<file path="config.mk">
export PLATFORM = sky130hd
export DESIGN_NAME = pvtd_detector
export DESIGN_NICKNAME = d
export VERILOG_FILES = /design/src/pvtd_pkg.sv /design/src/pvtd_detector.sv /design/src/pvtd_compare.sv
export SDC_FILE = /design/constraint.sdc
export NUM_CORES = 1
export LEC_CHECK = 0
export BUFFER_PORTS_ARGS = -buffer_cell sky130_fd_sc_hd__buf_4
export CAP_MARGIN = 20
export CELL_PAD_IN_SITES_DETAIL_PLACEMENT = 1
export CELL_PAD_IN_SITES_GLOBAL_PLACEMENT = 1
export CORE_MARGIN = 1
export CORE_UTILIZATION = 44
export DETAILED_ROUTE_END_ITERATION = 16
export GPL_TIMING_DRIVEN = 0
export MAX_ROUTING_LAYER = met4
export PLACE_DENSITY_LB_ADDON = 0.15
export SLEW_MARGIN = 20
export SYNTH_ARGS = -nofsm -noshare
export SYNTH_HDL_FRONTEND = slang
export SYNTH_SLANG_ARGS = --single-unit
</file>
<file path="constraint.sdc">
create_clock -name core_clk -period 3.98 [get_ports core_clk]
set_input_delay 0.398 -clock core_clk [delete_from_list [all_inputs] [get_ports core_clk]]
set_output_delay 0.398 -clock core_clk [all_outputs]
set_load 0.02 [all_outputs]
</file>
<file path="src/pvtd_pkg.sv">
// Package for the peak and valley tooth detector: widths, reset values and state encodings.
// Assumes a single core clock domain; no registers are reached by software.
`default_nettype none
package pvtd_pkg;
  localparam int unsigned SAMPLE_W = 10;
  localparam int unsigned HYST_W = 4;
  localparam logic [SAMPLE_W-1:0] EXTREME_RESET = 10'h000;
  localparam logic OUT_ON_RESET = 1'b0;
  localparam logic [HYST_W-1:0] HYST_RESET = 4'h0;
  localparam logic TEST_ON_RESET = 1'b0;
  localparam logic RISING_ON_RESET = 1'b1;
  // Gray-coded tracking states along start, rising, falling, with test last.
  typedef enum logic [1:0] {
    PVTD_FIND_MIN = 2'h0,
    PVTD_RISING = 2'h1,
    PVTD_FALLING = 2'h3,
    PVTD_TEST = 2'h2
  } pvtd_state_t;
endpackage : pvtd_pkg
`default_nettype wire

</file>
<file path="src/pvtd_detector.sv">
// Peak and valley tracking logic that switches one open-collector output.
// Assumes samples and the hysteresis code arrive synchronous to core_clk.
`default_nettype none
module pvtd_detector
  import pvtd_pkg::*;
#(
  parameter int unsigned SW = SAMPLE_W,
  parameter int unsigned HW = HYST_W
)
(
  input wire logic core_clk,
  input wire logic nrst,
  input wire logic clk_en,
  input wire logic sample_valid,
  input wire logic [SW-1:0] sample,
  input wire logic [HW-1:0] switch_hysteresis,
  input wire logic polarity_reversed,
  output logic out_o,
  output logic out_oe,
  output logic test_mode,
  output logic rising,
  output logic [SW-1:0] held_extreme
);
  // The comparator zero-extends the hysteresis code, so it must be narrower than the sample.
  if (HW < 1 || HW >= SW)
  begin : g_bad_width
    $error("pvtd_detector: hysteresis width must be below sample width");
  end

  typedef struct packed {
    pvtd_state_t state;
    logic [SW-1:0] extreme;
    logic [HW-1:0] hyst;
    logic oe;
    logic test;
    logic dir;
  } pvtd_regs_t;

  pvtd_regs_t st_reg;
  pvtd_regs_t st_next;
  logic above;
  logic below;
  logic rose_by_hyst;
  logic fell_by_hyst;

  // The registered code is used, so the first edge after reset still sees the reset code.
  pvtd_compare #(.SW(SW), .HW(HW)) u_cmp (
    .sample(sample),
    .extreme(st_reg.extreme),
    .hyst(st_reg.hyst),
    .above(above),
    .below(below),
    .rose_by_hyst(rose_by_hyst),
    .fell_by_hyst(fell_by_hyst)
  );

  always_comb
  begin
    st_next = st_reg;
    st_next.hyst = switch_hysteresis;
    st_next.test = (st_reg.state == PVTD_TEST);
    // A reversed field wins over any sample, so samples that come while polarity_reversed is set are dropped.
    if (polarity_reversed)
    begin
      st_next.state = PVTD_TEST;
    end
    else if (sample_valid)
    begin
      unique case (st_reg.state)
        PVTD_TEST:
        begin
          // Leaving test restarts the search for a minimum with the driver off.
          st_next.state = PVTD_FIND_MIN;
          st_next.extreme = sample;
          st_next.oe = OUT_ON_RESET;
        end
        PVTD_FIND_MIN:
        begin
          // The output stays put until the first valley is confirmed.
          if (below)
          begin
            st_next.extreme = sample;
          end
          else if (rose_by_hyst)
          begin
            st_next.state = PVTD_RISING;
            st_next.extreme = sample;
          end
        end
        PVTD_RISING:
        begin
          if (above)
          begin
            st_next.extreme = sample;
          end
          else if (fell_by_hyst)
          begin
            st_next.state = PVTD_FALLING;
            st_next.oe = 1'b1;
            st_next.extreme = sample;
          end
        end
        PVTD_FALLING:
        begin
          if (below)
          begin
            st_next.extreme = sample;
          end
          else if (rose_by_hyst)
          begin
            st_next.state = PVTD_RISING;
            st_next.oe = 1'b0;
            st_next.extreme = sample;
          end
        end
      endcase
    end
    // Direction is registered together with the state so that the output comes from a flop.
    st_next.dir = (st_next.state == PVTD_RISING) || (st_next.state == PVTD_FIND_MIN);
    // Without a new sample only a reversed field moves the state, so the output holds at zero speed.
  end

  // Reset restarts the valley search with the driver off, so the pin reads high.
  always_ff @(posedge core_clk or negedge nrst)
  begin
    if (!nrst)
    begin
      st_reg.state <= PVTD_FIND_MIN;
      st_reg.extreme <= SW'(EXTREME_RESET);
      st_reg.hyst <= HW'(HYST_RESET);
      st_reg.oe <= OUT_ON_RESET;
      st_reg.test <= TEST_ON_RESET;
      st_reg.dir <= RISING_ON_RESET;
    end
    else if (clk_en)
    begin
      st_reg <= st_next;
    end
  end

  // Open collector: the pin is only ever pulled low, so the enable alone carries the output.
  assign out_o = 1'b0;
  assign out_oe = st_reg.oe;
  assign test_mode = st_reg.test;
  assign rising = st_reg.dir;
  assign held_extreme = st_reg.extreme;

  // Reset and the first valley.
  reset_off_a: assert property (@(posedge core_clk) $rose(nrst) |-> !out_oe)
    else $error("output driven after reset");
  reset_held_a: assert property (@(posedge core_clk) $rose(nrst) |->
    held_extreme == SW'(EXTREME_RESET) && !test_mode && rising)
    else $error("held state not cleared by reset");
  no_early_a: assert property (@(posedge core_clk) disable iff (!nrst)
    (st_reg.state == PVTD_FIND_MIN) |=> !out_oe || $past(st_reg.state) != PVTD_FIND_MIN)
    else $error("output switched before first minimum");
  first_min_a: assert property (@(posedge core_clk) disable iff (!nrst)
    clk_en && sample_valid && !polarity_reversed && st_reg.state == PVTD_FIND_MIN && !below && rose_by_hyst
    |=> rising && !out_oe && held_extreme == $past(sample))
    else $error("first minimum not confirmed");
  min_track_a: assert property (@(posedge core_clk) disable iff (!nrst)
    clk_en && sample_valid && !polarity_reversed && st_reg.state == PVTD_FIND_MIN && below
    |=> held_extreme == $past(sample) && !out_oe)
    else $error("valley search did not follow the field");

  // Switching points and tracking.
  turn_on_a: assert property (@(posedge core_clk) disable iff (!nrst)
    clk_en && sample_valid && !polarity_reversed && st_reg.state == PVTD_RISING && !above && fell_by_hyst
    |=> out_oe && held_extreme == $past(sample))
    else $error("output did not turn on after peak");
  turn_off_a: assert property (@(posedge core_clk) disable iff (!nrst)
    clk_en && sample_valid && !polarity_reversed && st_reg.state == PVTD_FALLING && !below && rose_by_hyst
    |=> !out_oe && held_extreme == $past(sample))
    else $error("output did not turn off after valley");
  rise_cause_a: assert property (@(posedge core_clk) disable iff (!nrst)
    $rose(out_oe) |-> $past(st_reg.state) == PVTD_RISING && st_reg.state == PVTD_FALLING)
    else $error("output turned on away from a peak");
  fall_cause_a: assert property (@(posedge core_clk) disable iff (!nrst)
    $fell(out_oe) |-> st_reg.state == PVTD_RISING || st_reg.state == PVTD_FIND_MIN)
    else $error("output turned off away from a valley");
  track_peak_a: assert property (@(posedge core_clk) disable iff (!nrst)
    clk_en && sample_valid && !polarity_reversed && st_reg.state == PVTD_RISING && above
    |=> held_extreme == $past(sample) && !$changed(out_oe))
    else $error("peak not tracked");
  track_valley_a: assert property (@(posedge core_clk) disable iff (!nrst)
    clk_en && sample_valid && !polarity_reversed && st_reg.state == PVTD_FALLING && below
    |=> held_extreme == $past(sample) && !$changed(out_oe))
    else $error("valley not tracked");
  hyst_follow_a: assert property (@(posedge core_clk) disable iff (!nrst)
    clk_en |=> st_reg.hyst == $past(switch_hysteresis))
    else $error("hysteresis not taken from its code");

  // Test state, idle and clock enable.
  test_entry_a: assert property (@(posedge core_clk) disable iff (!nrst)
    clk_en && polarity_reversed ##1 clk_en |=> test_mode)
    else $error("test mode not entered");
  test_hold_a: assert property (@(posedge core_clk) disable iff (!nrst)
    polarity_reversed && st_reg.state == PVTD_TEST |=> $stable(out_oe) && $stable(held_extreme))
    else $error("tracking moved in test state");
  test_exit_a: assert property (@(posedge core_clk) disable iff (!nrst)
    clk_en && sample_valid && !polarity_reversed && st_reg.state == PVTD_TEST
    |=> !out_oe && rising && held_extreme == $past(sample))
    else $error("test exit did not restart the minimum search");
  hold_idle_a: assert property (@(posedge core_clk) disable iff (!nrst)
    !sample_valid && !polarity_reversed |=> $stable(out_oe) && $stable(held_extreme))
    else $error("state moved without a sample");
  enable_freeze_a: assert property (@(posedge core_clk) disable iff (!nrst)
    !clk_en |=> $stable(st_reg))
    else $error("state moved while clock enable was low");
endmodule : pvtd_detector
`default_nettype wire

</file>
<file path="src/pvtd_compare.sv">
// Comparator for the tracking logic: sample against held extreme and hysteresis.
// Purely combinational; widths come from the parent.
`default_nettype none
module pvtd_compare
  import pvtd_pkg::*;
#(
  parameter int unsigned SW = SAMPLE_W,
  parameter int unsigned HW = HYST_W
)
(
  input wire logic [SW-1:0] sample,
  input wire logic [SW-1:0] extreme,
  input wire logic [HW-1:0] hyst,
  output logic above,
  output logic below,
  output logic rose_by_hyst,
  output logic fell_by_hyst
);
  logic [SW:0] ext_plus;
  logic [SW:0] smp_plus;
  always_comb
  begin
    ext_plus = {1'b0, extreme} + {{(SW+1-HW){1'b0}}, hyst};
    smp_plus = {1'b0, sample} + {{(SW+1-HW){1'b0}}, hyst};
    above = sample > extreme;
    below = sample < extreme;
    rose_by_hyst = {1'b0, sample} >= ext_plus;
    fell_by_hyst = smp_plus <= {1'b0, extreme};
  end
endmodule : pvtd_compare
`default_nettype wire

</file>
==> results of run 1 <==
synth_stat cells (2+ instances only):
library cell                 n  share of area
sky130_fd_sc_hd__nand3_1     4         0.0088
sky130_fd_sc_hd__clkbuf_1    3         0.0049
sky130_fd_sc_hd__inv_1      24          0.040
sky130_fd_sc_hd__o32a_1      2         0.0088
sky130_fd_sc_hd__and3_1      2         0.0055
sky130_fd_sc_hd__nor2_1     16          0.026
sky130_fd_sc_hd__a21oi_1    12          0.026
sky130_fd_sc_hd__a22oi_1     2         0.0066
sky130_fd_sc_hd__o21ai_2     3          0.012
sky130_fd_sc_hd__o311ai_2    2          0.014
sky130_fd_sc_hd__mux2_2      4          0.020
sky130_fd_sc_hd__buf_4      11          0.036
sky130_fd_sc_hd__a21o_1      4          0.013
sky130_fd_sc_hd__nand3b_1    4          0.013
sky130_fd_sc_hd__o21ai_0    23          0.050
sky130_fd_sc_hd__xor2_1      3          0.012
sky130_fd_sc_hd__nand2_1     6         0.0099
sky130_fd_sc_hd__nand2b_1    3         0.0082
sky130_fd_sc_hd__nand4_1     7          0.019
sky130_fd_sc_hd__a211oi_1    6          0.020
sky130_fd_sc_hd__a2111oi_0   2         0.0077
sky130_fd_sc_hd__fa_1        2          0.018
sky130_fd_sc_hd__xnor2_1    12          0.046
sky130_fd_sc_hd__ha_1       42           0.23
sky130_fd_sc_hd__dfrtp_1    18           0.20
sky130_fd_sc_hd__nor3_1      6          0.013
sky130_fd_sc_hd__mux2i_1     9          0.040
sky130_fd_sc_hd__nor2b_1     3         0.0082
per-layer routing:
metal	share of wire	vias to the layer above
met2	0.50	41
met4	0.017	0
met1	0.45	973
met5	0	-
li1	-	988
met3	0.030	11
worst paths after layout:
| kind | cells past startpoint | startpoint | slack, ns | end |
|---|---|---|---|---|
| setup / recovery | 15 | held_extreme[1]$_DFFE_PN0P_ | 0.23 | held_extreme[0]$_DFFE_PN0P_ |
| hold / removal | 1 | nrst | -0.01 | st_reg[5]$_DFFE_PN0P_ |
| setup reg to reg | 15 | held_extreme[1]$_DFFE_PN0P_ | 0.23 | held_extreme[0]$_DFFE_PN0P_ |
| hold reg to reg | 1 | test_mode$_DFFE_PN0P_ | 0.54 | test_mode$_DFFE_PN0P_ |
| max in group asynchronous | 1 | nrst | 3.71 | rising$_DFFE_PN1P_ |
| min in group core_clk | 3 | switch_hysteresis[1] | 0.33 | st_reg[4]$_DFFE_PN0P_ |
stage by stage:
stage | total power (µW) | setup WS, ns | area (µm²) | hold WS (ns) | instances
after CTS | 1390 | 0.0911 | 2640 | 0.00137 | 356
after detailed placement | 1230 | -0.00664 | 2600 | 0.301 | 352
after global placement | 1190 | 0.106 | 2600 | 0.299 | 352
after global routing | 1530 | 0.000405 | 2660 | 0.00556 | 356
after floorplan | 948 | 0.581 | 2280 | 0.102 | 254
final | 1400 | 0.234 | 2660 | -0.0114 | 356
logic make-up after synthesis:
logic type / count (synthesis)
AOI/OAI and AO/OA: 67
and+or+nand+nor: 55
adders and majority gates: 44
buffers and inverters: 39
DFF: 19
xor gates and xnor gates: 15
muxes: 14
other: 1
cells in the final DEF (no fill, tap or decap), types with 2 or more instances in the layout:
| master | n |
|---|---|
| sky130_fd_sc_hd__clkbuf_8 | 3 |
| sky130_fd_sc_hd__nand2_1 | 6 |
| sky130_fd_sc_hd__fa_1 | 2 |
| sky130_fd_sc_hd__nand2b_1 | 3 |
| sky130_fd_sc_hd__a21oi_1 | 12 |
| sky130_fd_sc_hd__xor2_1 | 3 |
| sky130_fd_sc_hd__nand3b_1 | 4 |
| sky130_fd_sc_hd__o32a_1 | 2 |
| sky130_fd_sc_hd__buf_4 | 42 |
| sky130_fd_sc_hd__and3_1 | 2 |
| sky130_fd_sc_hd__mux2i_1 | 9 |
| sky130_fd_sc_hd__a211oi_1 | 5 |
| sky130_fd_sc_hd__mux2_2 | 4 |
| sky130_fd_sc_hd__clkbuf_1 | 3 |
| sky130_fd_sc_hd__o21ai_0 | 22 |
| sky130_fd_sc_hd__nor2_1 | 16 |
| sky130_fd_sc_hd__nor3_1 | 5 |
| sky130_fd_sc_hd__a22oi_1 | 2 |
| sky130_fd_sc_hd__a2111oi_0 | 2 |
| sky130_fd_sc_hd__o21ai_2 | 3 |
| sky130_fd_sc_hd__xnor2_1 | 12 |
| sky130_fd_sc_hd__nand4_1 | 7 |
| sky130_fd_sc_hd__nor2b_1 | 3 |
| sky130_fd_sc_hd__a21o_1 | 4 |
| sky130_fd_sc_hd__dfrtp_1 | 18 |
| sky130_fd_sc_hd__nand3_1 | 4 |
| sky130_fd_sc_hd__ha_1 | 42 |
| sky130_fd_sc_hd__inv_1 | 24 |
worst reg2reg max path: stages, from the launching register on:
cell and delay [ns]:
sky130_fd_sc_hd__dfrtp_1 0.41, sky130_fd_sc_hd__ha_1 0.30, sky130_fd_sc_hd__a21o_1 0.19, sky130_fd_sc_hd__a21oi_1 0.23, sky130_fd_sc_hd__nor2b_1 0.07, sky130_fd_sc_hd__o21ai_0 0.39
sky130_fd_sc_hd__nor3_1 0.11, sky130_fd_sc_hd__xnor2_1 0.15, sky130_fd_sc_hd__ha_1 0.33, sky130_fd_sc_hd__nand4_1 0.09, sky130_fd_sc_hd__o21bai_1 0.08, sky130_fd_sc_hd__a211oi_2 0.33
sky130_fd_sc_hd__a21oi_2 0.12, sky130_fd_sc_hd__o311ai_2 0.29, sky130_fd_sc_hd__buf_6 0.23, sky130_fd_sc_hd__mux2_4 0.31
report_power, final:
| part | internal (µW) | switching (µW) | leakage (µW) |
|---|---|---|---|
| clock network | 70.1 | 79.9 | 0.0000255 |
| registers | 246 | 60.2 | 0.000228 |
| logic | 420 | 524 | 0.00104 |
| total | 736 | 664 | 0.00129 |
cell type report:
type | count | share of cell area
plain buffers | 15 | 0.0395
clock buffers | 3 | 0.0155
clock inverters | 1 | 0.00188
inverters | 24 | 0.0338
multi-input cells | 196 | 0.611
flip-flops and latches | 19 | 0.179
well taps | 67 | 0.0315
repair buffers | 31 | 0.0874
==> impl_metrics.env, run 1 <==
export IMPL_result_of_the_run="finished with violations"
export IMPL_failed_checks="negative hold slack"
export IMPL_h_tree_depth=1
export IMPL_yosys_warnings=0
export IMPL_clk_path_buf_depth=2
export IMPL_detail_route_wirelength_um=6230
export IMPL_final_hold_viol_count=13
export IMPL_vias_per_cell=5.65
export IMPL_power_density_cell_area_mw_per_mm2=526
export IMPL_placement_rows=25
export IMPL_cts_root_buf="sky130_fd_sc_hd__clkbuf_8"
export IMPL_timing_max_slew_rel_slack=0.649
export IMPL_final_nets=353
export IMPL_critical_path_n_buffers_inverters=1
export IMPL_filler_cell_count=585
export IMPL_max_freq_ghz=0.267
export IMPL_startpoint_type="register"
export IMPL_synthesized_area_fraction_occupied_by_ao_oa_aoi_and_oai_cells=0.204
export IMPL_syn2layout_area_growth_pct=16.8
export IMPL_critPathMostFrequentCell="sky130_fd_sc_hd__ha_1"
export IMPL_number_of_enable_flip_flop_cells_after_synthesis=0
export IMPL_finalCritPeriodShare=0.941
export IMPL_timing_critical_path_to_type="register"
export IMPL_crit_required_ns=4.14
export IMPL_cts_repair_timing_setup_buffer_count=0
export IMPL_grt_busiest_layer="met2"
export IMPL_irDropWorstVdd_mv=0.273
export IMPL_ys_dominant_reg_cell="sky130_fd_sc_hd__dfrtp_1"
export IMPL_antenna_diode_count=0
export IMPL_max_cap_violations=0
export IMPL_crit_chain="ha_1 > a21o_1 > a21oi_1 > nor2b_1 > o21ai_0 > nor3_1 > xnor2_1 > ha_1 > nand4_1 > o21bai_1 > a211oi_2 > a21oi_2 > o311ai_2 > buf_6 > mux2_4"
export IMPL_final_seq_area_um2=477
export IMPL_hold_buffers=0
export IMPL_drc_errors=0
export IMPL_die_h_um=74.0
export IMPL_clk_insertion_delay_late_ns=0.27
export IMPL_buffer_ports_inserted=31
export IMPL_path_clk_slew_ns=0.09
export IMPL_route_vias_total=2013
export IMPL_timing_setup_tns_ns=0
export IMPL_grt_met3_usage=0.0285
export IMPL_place_gp_congestion=0.866
export IMPL_detailedRoute_firstIterationViolations=76
export IMPL_tightest_pin_transition_ns=0.522
export IMPL_cp_top_family="compound AO/OA/AOI/OAI gates"
export IMPL_finClkSkew_ns=0.00714
export IMPL_ys_async_sr_fraction=1.00
export IMPL_synth_cell_types=47
export IMPL_timing_max_transition_violations_final=0
export IMPL_cts_inserted_buffers=3
export IMPL_setup_repair_after_global_routing_missed_its_margin="false"
export IMPL_synth_sequential_area_ratio=0.209
export IMPL_yosys_area_share_simple=0.128
export IMPL_timing_critical_path_arrival_ns=3.91
export IMPL_multi_input_comb_area_mm2=0.00163
export IMPL_grt_max_degree=20
export IMPL_cts_tree="done"
export IMPL_wire_per_inst_um=17.5
export IMPL_grt_first_pass_wirelength_um=10000
export IMPL_grt_ovfl_total=0
export IMPL_die_area_mm2=0.00547
export IMPL_synthMuxAreaShare=0.0659
export IMPL_final_core_util=0.549
export IMPL_synth_area_mm2=0.00228
export IMPL_initial_antenna_violation_count=0
export IMPL_cts_sinks=19
export IMPL_fp_dieW_um=74.0
export IMPL_post_cts_resized_instances=0
export IMPL_synth_seq_cells=19
export IMPL_detailedRoute_firstPassIterationCount=4
export IMPL_share_of_cells_above_drive_strength_1=0.221
export IMPL_initial_utilization=0.470
export IMPL_grt_util_met2=0.432
export IMPL_io_pins=33
export IMPL_synth_xor_area_share=0.0576
export IMPL_worst_path_max_fanout=10
export IMPL_number_of_flip_flops_in_the_largest_register=10
export IMPL_synthAdderAreaFrac=0.248
export IMPL_groute_usage_overall=0.253
export IMPL_syn_avg_cell_area_um2=8.98
export IMPL_power_leakage_uw=0.00129
export IMPL_whs_ns=-0.0114
export IMPL_critPathSlowestCell="sky130_fd_sc_hd__dfrtp_1"
export IMPL_final_number_of_setup_violating_endpoints=0
export IMPL_post_dp_hpwl_um=5020
export IMPL_critPathKind="register to register"
export IMPL_core_area_mm2=0.00485
export IMPL_syn_instance_count=254
export IMPL_time_the_worst_path_needs_with_i_o_delays_and_setup_ns=3.75
export IMPL_vias_in_the_first_global_route=2070
export IMPL_critical_path_max_stage_delay_ns=0.41
export IMPL_worstHoldPathType="input pin to async pin"
export IMPL_dominant_combinational_cell_family_by_area_after_synthesis="adder cells"
export IMPL_global_route_usage_met1=0.318
export IMPL_route_antenna_remaining_nets=0
export IMPL_postSynthNetCount=317
Note: power is estimated with default switching activity, not from simulation.
==> run 2: changes to the inputs <==
- CELL_PAD_IN_SITES_GLOBAL_PLACEMENT: 1 -> 2
- CORE_UTILIZATION: 44 -> 36
==> impl_metrics.env, run 2 (synthesis results as in run 1) <==
export IMPL_final_number_of_setup_violating_endpoints=0
export IMPL_p_int_uw=739
export IMPL_grt_first_pass_wirelength_um=10600
export IMPL_cp_top_family="compound AO/OA/AOI/OAI gates"
export IMPL_layout_commonest_cell="sky130_fd_sc_hd__buf_4"
export IMPL_reg2reg_depth=15
export IMPL_critical_path_cell_count=15
export IMPL_core_area_mm2=0.00603
export IMPL_crit_chain="ha_1 > a21o_1 > a21oi_1 > nor2b_1 > o21ai_0 > nor2_1 > xnor2_1 > ha_1 > and3_1 > nand3b_1 > a22o_1 > o221ai_2 > o311ai_4 > buf_6 > mux2_4"
export IMPL_max_freq_ghz=0.264
export IMPL_power_leakage_uw=0.00131
export IMPL_power_net_switching_uw=666
export IMPL_clk_insertion_delay_late_ns=0.27
export IMPL_share_of_cells_above_drive_strength_1=0.239
export IMPL_design_power_total_uw=1400
export IMPL_critical_path_n_buffers_inverters=1
export IMPL_timing_critical_path_arrival_ns=3.95
export IMPL_timing_max_transition_violations_final=0
export IMPL_fp_dieW_um=81.6
export IMPL_rr_startpoint="st_reg[4]$_DFFE_PN0P_"
export IMPL_vias_per_cell=5.53
export IMPL_final_core_util=0.450
export IMPL_finalCritPeriodShare=0.951
export IMPL_critical_path_max_stage_delay_ns=0.45
export IMPL_crit_required_ns=4.15
export IMPL_time_the_worst_path_needs_with_i_o_delays_and_setup_ns=3.78
export IMPL_layout_setup_ws_ns=0.195
export IMPL_syn2layout_area_growth_pct=18.9
export IMPL_buffer_ports_inserted=31
export IMPL_timing_rr_end="held_extreme[0]$_DFFE_PN0P_"
export IMPL_drc_errors=0
export IMPL_tightest_pin_transition_ns=0.599
export IMPL_path_clk_slew_ns=0.09
export IMPL_startpoint_type="register"
export IMPL_register_to_register_setup_slack_ns=0.20
export IMPL_dp_slack_ns=-0.0386
export IMPL_cts_root_buf="sky130_fd_sc_hd__clkbuf_8"
export IMPL_worst_path_max_fanout=5
export IMPL_post_dp_hpwl_um=5180
export IMPL_groute_usage_overall=0.223
export IMPL_critPathKind="register to register"
export IMPL_origin_of_the_worst_setup_path="st_reg[4]$_DFFE_PN0P_"
export IMPL_detailedRoute_firstIterationViolations=56
export IMPL_max_cap_violations=0
export IMPL_grt_ovfl_total=0
export IMPL_finClkSkew_ns=0.00613
export IMPL_clk_path_buf_depth=2
export IMPL_antenna_diode_count=0
export IMPL_placement_rows=28
export IMPL_power_density_cell_area_mw_per_mm2=518
export IMPL_detail_route_wirelength_um=6600
export IMPL_wire_per_inst_um=17.9
export IMPL_power_frac_seq=0.217
export IMPL_setup_repair_after_global_routing_missed_its_margin="false"
export IMPL_clockPowerShare=0.111
export IMPL_cts_tree="done"
export IMPL_route_antenna_remaining_nets=0
export IMPL_number_of_flip_flops_in_the_largest_register=10
export IMPL_h_tree_depth=1
export IMPL_result_of_the_run="completed"
export IMPL_hold_buffers=0
export IMPL_die_area_mm2=0.00665
export IMPL_io_pins=33
export IMPL_die_h_um=81.6
export IMPL_route_vias_total=2034
export IMPL_cts_inserted_buffers=3
export IMPL_filler_cell_count=729
export IMPL_detailedRoute_firstPassIterationCount=4
export IMPL_grt_max_degree=20
export IMPL_cts_sinks=19
export IMPL_timing_max_slew_rel_slack=0.601
export IMPL_place_gp_congestion=0.799
export IMPL_vias_in_the_first_global_route=2090
export IMPL_final_nets=357
export IMPL_most_common_layout_cells="46 x sky130_fd_sc_hd__buf_4, 42 x sky130_fd_sc_hd__ha_1, 24 x sky130_fd_sc_hd__inv_1"
export IMPL_whs_ns=0.00177
export IMPL_switching_share=0.474
export IMPL_final_hold_viol_count=0
export IMPL_critPathSlowestCell="sky130_fd_sc_hd__o21ai_0"
export IMPL_initial_antenna_violation_count=0
export IMPL_irDropWorstVdd_mv=0.230
export IMPL_power_combinational_fraction=0.673
export IMPL_worstHoldPathType="input pin to async pin"
export IMPL_initial_utilization=0.378
export IMPL_timing_critical_path_to_type="register"
export IMPL_critPathCapture="held_extreme[0]$_DFFE_PN0P_"
export IMPL_critPathMostFrequentCell="sky130_fd_sc_hd__ha_1"
[run 2: cell count changes in the layout (fill, tap and decap cells not counted), sizes merged]
cell / delta
clkbuf: +1
clkinv: -1
buf: +4
[run 2: how the worst min path moves through the flow]
stage	start	endpoint	slack [ns]
finish	nrst	held_extreme[6]$_DFFE_PN0P_	0.002
global route	nrst	held_extreme[6]$_DFFE_PN0P_	0.02
CTS	nrst	held_extreme[6]$_DFFE_PN0P_	0.01
detailed placement	nrst	held_extreme[4]$_DFFE_PN0P_	0.31
global placement	nrst	held_extreme[4]$_DFFE_PN0P_	0.30
floorplan	nrst	held_extreme[0]$_DFFE_PN0P_	0.10
[run 2: layout make-up]
type                    instances  area [µm²]  share of cell area
well taps                      75        93.8              0.0346
flip-flops and latches         19         478               0.176
plain buffers                  15         105              0.0388
inverters                      24        90.1              0.0332
multi-input cells             196        1640               0.603
repair buffers                 35         263              0.0970
clock buffers                   4        45.0              0.0166
[run 2: what timing repair did]
| item | 4_1_cts | 5_1_grt |
|---|---|---|
| endpoints found under the hold margin | 0 | 0 |
| gates cloned | 0 | 1 |
| buffers inserted | 0 | 3 |
| setup endpoints to repair | 1 | 10 |
| resized for setup | 1 | 8 |
| pin swaps | 0 | 1 |
[run 2: stage by stage]
step / setup TNS [ns] / cells / area [µm²]
after floorplan: 0 / 254 / 2280
after global placement: 0 / 360 / 2610
after detailed placement: -0.0386 / 360 / 2610
after CTS: 0 / 364 / 2660
after global routing: 0 / 368 / 2710
final: 0 / 368 / 2710
[run 2: metal layers]
metal  wire [µm]  vias to the layer above  GRT usage
li1            -                      990          -
met1        3260                      999      0.295
met2        3080                       39      0.368
met3         189                        6     0.0200
met4          68                        0     0.0491
met5           0                        -          -
[run 2: power groups by stage]
stage	logic, µW	clock network, µW	registers [µW]
finish	945	155	304
global placement	901	0	306
CTS	932	159	305
floorplan	645	0	303
detailed placement	922	0	309
global route	1060	165	314
[run 2: worst register-to-register path, delay by kind of cell (launching register included)]
| family | cells | cell delay (ns) |
|---|---|---|
| compound gates | 6 | 1.53 |
| xor+xnor | 1 | 0.15 |
| fa+ha+maj | 2 | 0.57 |
| buf+inv | 1 | 0.18 |
| flops | 1 | 0.41 |
| mux | 1 | 0.29 |
| simple gates | 4 | 0.53 |
